`config.mk`:
```
export PLATFORM = sky130hd
export DESIGN_NAME = uart2_port
export DESIGN_NICKNAME = d
export VERILOG_FILES = /design/src/uart2_pkg.sv /design/src/uart2_port.sv
export VERILOG_INCLUDE_DIRS = /design/src
export SDC_FILE = /design/constraint.sdc
export NUM_CORES = 1
export LEC_CHECK = 0
export BUFFER_PORTS_ARGS = -buffer_cell sky130_fd_sc_hd__buf_4
export CORE_UTILIZATION = 46
export DETAILED_ROUTE_END_ITERATION = 16
export PLACE_DENSITY = 0.73
export SLEW_MARGIN = 20
export SYNTH_ARGS = -nofsm -noshare
export SYNTH_HDL_FRONTEND = slang
export SYNTH_SLANG_ARGS = --single-unit
```
`constraint.sdc`:
```
create_clock -name mclk -period 1.8 [get_ports mclk]
set_input_delay 0.09 -clock mclk [delete_from_list [all_inputs] [get_ports mclk]]
set_output_delay 0.09 -clock mclk [all_outputs]
set_load 0.01 [all_outputs]
```
`src/uart2_cfg.svh`:
```
// constants for the second asynchronous serial port
// Summary of operation
// short format frame is start 0, eight data bits lsb first, stop 1.
// short format stores eight data bits in buffer, stop bit in rx_ninth_bit.
// frame_length_select picks 8 or 9 bit format; bit rate is overflow/16.
// buffer write launches transmission, aligned to next divide-by-16 tick.
// transmitter sends start bit, then data bits in order, then stop bit.
// tx_done_flag sets as stop bit begins; only software writing zero clears.
// receive only while receive_enable is 1; frame starts on falling edge.
// receiver samples at 16x and realigns its divider on falling edge.
// samples at states 7, 8, 9 and takes the two-of-three majority.
// a start bit that reads 1 is dropped and the receiver rearms.
// short format loads only if rx_done_flag 0 and stop check passes.
// long format frame is start, eight data, ninth bit, stop: 11 bits.
// long format copies tx_ninth_bit into the shift register at launch.
// long format stores ninth bit in rx_ninth_bit, data in buffer.
// long format sets rx_done_flag only when stop bit is 1.
// long format with check enabled accepts only ninth bit 1.
// software must clear rx_done_flag before another frame is accepted.
// baud generator must keep bit rate at or below 38400 baud.
// buffer write feeds transmitter; read returns the last received byte.
// reserved bits of control and mode registers read zero, ignore writes.
// transmit pin idles high when no frame is being sent.
`ifndef UART2_CFG_SVH
`define UART2_CFG_SVH
`define OFS_CONTROL 12'h000
`define OFS_MODE 12'h004
`define OFS_BUFFER 12'h008
`define CTL_RX_DONE 0
`define CTL_TX_DONE 1
`define CTL_RX_NINTH 2
`define CTL_TX_NINTH 3
`define CTL_RX_EN 4
`define MODE_CHECK 0
`define MODE_LONG 1
`define CTL_WMASK 8'h1F
`define MODE_WMASK 2'h3
`define STATE_LAST 4'hF
`define SAMPLE_A 4'h7
`define SAMPLE_B 4'h8
`define SAMPLE_C 4'h9
`define BITS_SHORT 4'h9
`define BITS_LONG 4'hA
`define RESET_BYTE 8'h00
`endif

```
`src/uart2_pkg.sv`:
```
// types for the second asynchronous serial port
package uart2_pkg;
   typedef enum logic [1:0] {RX_IDLE, RX_BITS} rx_state_t;
   typedef struct packed {
      logic psel;
      logic penable;
      logic pwrite;
      logic [11:0] paddr;
      logic [31:0] pwdata;
   } apb_req_t;
   typedef struct packed {
      logic pready;
      logic pslverr;
      logic [31:0] prdata;
   } apb_rsp_t;
endpackage : uart2_pkg

```
`src/uart2_port.sv`:
```
// second asynchronous serial port with apb register access
//
// The placing of the registers and register access over APB are this design's own decisions.
`timescale 1ns/1ps
`default_nettype none
`include "uart2_cfg.svh"
module uart2_port (
   // clock and reset
   input wire logic mclk,
   input wire logic rst,
   // apb slave
   input wire uart2_pkg::apb_req_t apbReq,
   output uart2_pkg::apb_rsp_t apbRsp,
   // baud generator overflow pulse
   input wire logic baudTick,
   // serial pins
   input wire logic serialRxPin,
   output logic serialTxPin
);
   logic [7:0] controlReg;
   logic [1:0] modeReg;
   logic [7:0] rxBufferReg;
   logic [31:0] rdataReg;
   logic [3:0] txDivReg;
   logic txTickNow;
   logic txPendReg;
   logic txBusyReg;
   logic [10:0] txShiftReg;
   logic [3:0] txCountReg;
   logic txPinReg;
   uart2_pkg::rx_state_t rxStateReg;
   logic [3:0] rxDivReg;
   logic [3:0] rxCountReg;
   logic [9:0] rxShiftReg;
   logic [1:0] voteReg;
   logic rxPrevReg;
   logic rxBit;
   logic rxLoad;
   logic rxSetDone;
   logic [9:0] rxFrame;
   logic wrAcc;
   logic wrCtl;
   logic wrBuf;
   logic txStop;
   logic isLong;

   assign isLong = modeReg[`MODE_LONG];
   assign wrAcc = apbReq.psel & apbReq.penable & apbReq.pwrite;
   assign wrCtl = wrAcc & (apbReq.paddr == `OFS_CONTROL);
   assign wrBuf = wrAcc & (apbReq.paddr == `OFS_BUFFER);

   // zero-wait slave; unmapped addresses answer slverr
   always_comb begin
      apbRsp.pready = 1'b1;
      apbRsp.prdata = rdataReg;
      apbRsp.pslverr = apbReq.psel & apbReq.penable &
         (apbReq.paddr != `OFS_CONTROL) & (apbReq.paddr != `OFS_MODE) &
         (apbReq.paddr != `OFS_BUFFER);
   end

   // read data registered in setup phase, stable through access
   always_ff @(posedge mclk) begin
      if (rst) begin
         rdataReg <= 32'h0000_0000;
      end else if (apbReq.psel & ~apbReq.penable) begin
         unique case (apbReq.paddr)
            `OFS_CONTROL: rdataReg <= {24'h00_0000, controlReg};
            `OFS_MODE: rdataReg <= {30'h0000_0000, modeReg};
            `OFS_BUFFER: rdataReg <= {24'h00_0000, rxBufferReg};
            default: rdataReg <= 32'h0000_0000;
         endcase
      end
   end

   always_ff @(posedge mclk) begin
      if (rst) begin
         modeReg <= 2'h0;
      end else if (wrAcc & (apbReq.paddr == `OFS_MODE)) begin
         modeReg <= apbReq.pwdata[1:0] & `MODE_WMASK; // see R3
      end
   end

   // flags: hardware set wins over a software clear in the same cycle
   always_ff @(posedge mclk) begin
      if (rst) begin
         controlReg <= `RESET_BYTE;
      end else begin
         // later assignments below win over this software write
         if (wrCtl) begin
            controlReg <= apbReq.pwdata[7:0] & `CTL_WMASK;
         end
         if (txStop) begin
            controlReg[`CTL_TX_DONE] <= 1'b1;
         end
         if (rxSetDone) begin
            controlReg[`CTL_RX_DONE] <= 1'b1; // see R11 see R15
         end
         if (rxLoad) begin
            // short: stop bit; long: ninth bit (see R2 see R14)
            controlReg[`CTL_RX_NINTH] <= isLong ? rxFrame[9] : rxBit;
         end
      end
   end

   // transmit divide-by-16 runs free off the baud ticks
   always_ff @(posedge mclk) begin
      if (rst) begin
         txDivReg <= 4'h0;
      end else if (baudTick) begin
         txDivReg <= txDivReg + 4'h1;
      end
   end
   assign txTickNow = baudTick & (txDivReg == `STATE_LAST);

   // transmitter; start waits for the next counter wrap
   assign txStop = txBusyReg & txTickNow &
      (txCountReg == (isLong ? `BITS_LONG : `BITS_SHORT) - 4'h1);
   always_ff @(posedge mclk) begin
      if (rst) begin
         txPendReg <= 1'b0;
         txBusyReg <= 1'b0;
         txShiftReg <= 11'h7FF;
         txCountReg <= 4'h0;
         txPinReg <= 1'b1;
      end else begin
         if (wrBuf) begin
            txPendReg <= 1'b1;
            // stop bits above the data, ninth bit for long frames
            txShiftReg <= isLong ?
               {1'b1, controlReg[`CTL_TX_NINTH], apbReq.pwdata[7:0], 1'b0} :
               {2'h3, apbReq.pwdata[7:0], 1'b0}; // see R13 see R1
            txCountReg <= 4'h0;
            txBusyReg <= 1'b0;
            txPinReg <= 1'b1;
         end else if (txTickNow) begin
            if (txPendReg) begin
               txPendReg <= 1'b0;
               txBusyReg <= 1'b1;
               txPinReg <= txShiftReg[0];
               txShiftReg <= {1'b1, txShiftReg[10:1]};
               txCountReg <= 4'h0;
            end else if (txBusyReg) begin
               if (txCountReg == (isLong ? `BITS_LONG : `BITS_SHORT)) begin
                  txBusyReg <= 1'b0;
                  txPinReg <= 1'b1;
               end else begin
                  txPinReg <= txShiftReg[0];
                  txShiftReg <= {1'b1, txShiftReg[10:1]};
                  txCountReg <= txCountReg + 4'h1;
               end
            end
         end
      end
   end
   assign serialTxPin = txPinReg;

   // receiver
   assign rxBit = (voteReg == 2'h2) ? (voteReg[1] | serialRxPin) :
      (voteReg[1] | (voteReg[0] & serialRxPin));
   assign rxFrame = rxShiftReg;
   assign rxLoad = (rxStateReg == uart2_pkg::RX_BITS) & baudTick &
      (rxDivReg == `SAMPLE_C) &
      (rxCountReg == (isLong ? `BITS_LONG : `BITS_SHORT)) &
      ~controlReg[`CTL_RX_DONE] &
      (isLong ? (~modeReg[`MODE_CHECK] | rxShiftReg[9]) :
                (~modeReg[`MODE_CHECK] | rxBit)); // see R11
   assign rxSetDone = rxLoad & (isLong ? rxBit : 1'b1);

   always_ff @(posedge mclk) begin
      if (rst) begin
         rxPrevReg <= 1'b1;
      end else begin
         rxPrevReg <= serialRxPin;
      end
   end

   always_ff @(posedge mclk) begin
      if (rst) begin
         rxStateReg <= uart2_pkg::RX_IDLE;
         rxDivReg <= 4'h0;
         rxCountReg <= 4'h0;
         rxShiftReg <= 10'h000;
         voteReg <= 2'h0;
      end else begin
         unique case (rxStateReg)
            uart2_pkg::RX_IDLE: begin
               if (controlReg[`CTL_RX_EN] & rxPrevReg & ~serialRxPin) begin
                  rxStateReg <= uart2_pkg::RX_BITS;
                  rxDivReg <= 4'h0;
                  rxCountReg <= 4'h0;
                  voteReg <= 2'h0;
               end
            end
            uart2_pkg::RX_BITS: begin
               if (~controlReg[`CTL_RX_EN]) begin
                  rxStateReg <= uart2_pkg::RX_IDLE;
               end else if (baudTick) begin
                  rxDivReg <= rxDivReg + 4'h1;
                  // vote holds the count of ones seen so far
                  if ((rxDivReg == `SAMPLE_A) | (rxDivReg == `SAMPLE_B)) begin
                     voteReg <= voteReg + {1'b0, serialRxPin};
                  end
                  if (rxDivReg == `SAMPLE_C) begin
                     voteReg <= 2'h0;
                     if ((rxCountReg == 4'h0) & rxBit) begin
                        rxStateReg <= uart2_pkg::RX_IDLE;
                     end else if (rxCountReg ==
                        (isLong ? `BITS_LONG : `BITS_SHORT)) begin
                        rxStateReg <= uart2_pkg::RX_IDLE;
                     end else begin
                        rxShiftReg <= {rxBit, rxShiftReg[9:1]};
                        rxCountReg <= rxCountReg + 4'h1;
                     end
                  end
               end
            end
            default: rxStateReg <= uart2_pkg::RX_IDLE;
         endcase
      end
   end

   // receive buffer kept apart from the transmit shifter
   always_ff @(posedge mclk) begin
      if (rst) begin
         rxBufferReg <= `RESET_BYTE;
      end else if (rxLoad) begin
         // short: shift holds start..d7, stop is rxBit
         rxBufferReg <= isLong ? rxShiftReg[8:1] : rxShiftReg[9:2];
      end
   end
endmodule : uart2_port
`default_nettype wire

```
==> metrics.md <==
| Metric | Value |
|---|---|
| Status | complete, no violations |
| Cts bufs inserted | 9 |
| Cell variety after synth | 61 |
| Layout Nets | 560 |
| Period utilisation layout | 99.1% |
| First-pass GRT wire length | 15000 um |
| I/O pin count | 86 |
| Total grt overflow | 0 |
| Synth top area share | 35.5% |
| Most used flip-flop cell after synthesis | dfxtp_1 |
| Total power | 3.07 mW |
| Initial core utilization | 47.4% |
| Worst Path Arrival | 2.06 ns |
| Clock sink count | 65 |
| CTS tree | built |
| Worst Setup Start Kind | register |
| Via density | 5.79 |
| Mapped cell area | 3670 um^2 |
| Leakage | 1.75 nW |
| Seq cells post-synth | 65 |
| Post-synthesis sequential area ratio | 35.5% |
| Mapped Avg Cell Area | 8.47 um^2 |
| Die area | 8330 um^2 |
| Layout cells sized above 1 | 28.1% |
| Drt pass-1 iters | 5 |
| CTS H-Tree Depth | 3 |
| Top fanout value on the critical path | 14 |
| Buffers added on ports | 36 |
| Worst Path Required | 2.08 ns |
| Layout area overhead | 24.8% |
| Area of the multi-input gates | 2190 um^2 |
| Vias in the first global route | 3183 |
| Routed WL | 9310 um |
| Nature of the critical path endpoint | register |
| Post-DP HPWL | 6290 um |
| Maximum clock path buffer count | 2 |
| Vias | 3520 |
| Top-count cell post-synth | dfxtp_1 |
| Final core utilization | 59.2% |
| Peak supply drop | 391 uV |
| Fillcell total | 690 |
| Worst-skew pair later-pin latency | 0.35 ns |
| Slew Viols, Final | 0 |
| Largest net degree at the start of global routing | 43 |
| Ys async rst share | 0% |
| Main area contributors after synthesis | dfxtp_1 (35%), buf_4 (5.1%), o21ai_0 (3.8%) |
| Post-Synthesis Cells | 433 |
| ANT nets after route | 0 |
| Total core area | 7730 um^2 |
| Fin. Hold Viols | 0 |
| RSZ-0062 raised after global routing | true |
| Row count | 32 |
| PD cells | 670 nW/um^2 |
| WL/cell | 15.3 um |
| Minimum clock period | 1.78 ns |
| CTS root buffer | clkbuf_8 |
| Fmax | 560 MHz |
| GP Congestion | 0.822 |
| Maxcap violations | 0 |
| GRT Resource Usage Total | 22.2% |
| R2R Setup Slk | 0.02 ns |
| Top cells by count, synth | dfxtp_1 (65), o21ai_0 (28), a21oi_1 (25), buf_4 (25), clkbuf_1 (25) |
| Die Width | 91.3 um |
| Warnings, synthesis | 0 |
| FF+latch area | 1310 um^2 |
| Final setup vio count | 0 |
| Setup Skew | 0.00986 ns |
| Iteration-0 DRC count of the detailed router | 204 |
| Area leader, netlist | dfxtp_1 |
| Diodes inserted | 0 |
| Crit path kind | register to register |
| HP Class | input pin to register |
| DRC | 0 |
| Post-synth EDFFs | 0 |
| Clock slew at reported path FFs | 0.08 ns |
| Initial antenna violation count | 0 |
| Die height | 91.3 um |
==> metrics by stage <==
stage	hold slack, ns	cell area [um^2]	setup TNS (ns)	setup slack (ns)	cells
2_1_floorplan	0.197	3780	-0.134	-0.0535	456
3_3_place_gp	0.329	4180	-1.33	-0.126	582
3_5_place_dp	0.333	4180	-1.82	-0.150	582
4_1_cts	0.00339	4470	0	0.0000913	605
5_1_grt	0.0140	4580	-0.104	-0.0633	608
6_report	0.00889	4580	0	0.0156	608
==> report_power, final <==
part	switching, mW	internal [mW]
clock network	0.624	0.822
logic	0.101	0.0700
registers	0.00548	1.44
total	0.730	2.34
==> flip-flops by register name, summed over array words and instances, names as in the netlist, 4 cells and up <==
signal       count
controlReg       5
rxFrame          9
rxBufferReg      8
rdataReg         8
rxDivReg         4
txDivReg         4
txShiftReg      10
rxCountReg       4
txCountReg       4
==> routing by layer <==
layer | track usage, % | vias up | routed length (um)
li1 | - | 1720 | -
met1 | 29.1 | 1694 | 4220
met2 | 36.2 | 89 | 4560
met3 | 3.85 | 17 | 373
met4 | 8.60 | 0 | 150
met5 | 0 | - | 0
==> path summary, 6_finish.rpt <==
path,from,to,cells after the start
worst min-delay path,apbReq[4],controlReg[4],3
worst min register to register,rdataReg[0],rdataReg[0],2
worst max-delay path,txDivReg[0],txCountReg[0],6
worst max register to register,txDivReg[0],txCountReg[0],6
==> cells in the final DEF, fill, tap and decap left out, types with 11 or more instances in the layout <==
cell type	n
a21oi_1	23
buf_4	83
o21ai_0	23
nand4_1	14
dfxtp_1	60
nor3_1	23
nor2_1	19
conb_1	25
a31oi_1	18
nand2_1	15
mux2i_1	11
nand3_1	20
==> what timing repair did <==
item | in CTS | in global routing
pin swaps | 5 | 6
hold buffers | 3 | 0
hold endpoints to repair | 3 | 0
setup buffers | 4 | 1
gates cloned | 0 | 2
gates resized for setup | 2 | 26
setup endpoints to repair | 2 | 32
==> final cells by class <==
type / instances / area share (%)
Sequential cell: 65 / 28.6
Timing Repair Buffer: 90 / 15.1
Tap cell: 102 / 2.79
Inverter: 8 / 0.656
Clock buffer: 10 / 3.01
Multi-Input combinational cell: 327 / 47.9
Clock inverter: 6 / 1.97
==> worst max-delay path, cell delays in order (launching register included) <==
cell,delay (ns)
dfxtp_2,0.36
ha_2,0.20
and4_4,0.24
o21ai_0,0.10
buf_4,0.20
or4_1,0.46
a21oi_2,0.15
==> cell families (layout without fill, tap and decap cells) <==
| family | count (synthesis) | count (layout) | share of synthesized area (%) |
|---|---|---|---|
| adders and majority gates | 8 | 8 | 2.73 |
| AOI/OAI and AO/OA | 115 | 115 | 20.3 |
| other | 2 | 25 | 0.205 |
| DFF | 65 | 65 | 35.5 |
| buffers and inverters | 64 | 114 | 9.42 |
| muxes | 19 | 19 | 5.46 |
| xor gates and xnor gates | 6 | 6 | 1.43 |
| and+or+nand+nor | 154 | 154 | 25.0 |
(Power assumes the default switching activity.)
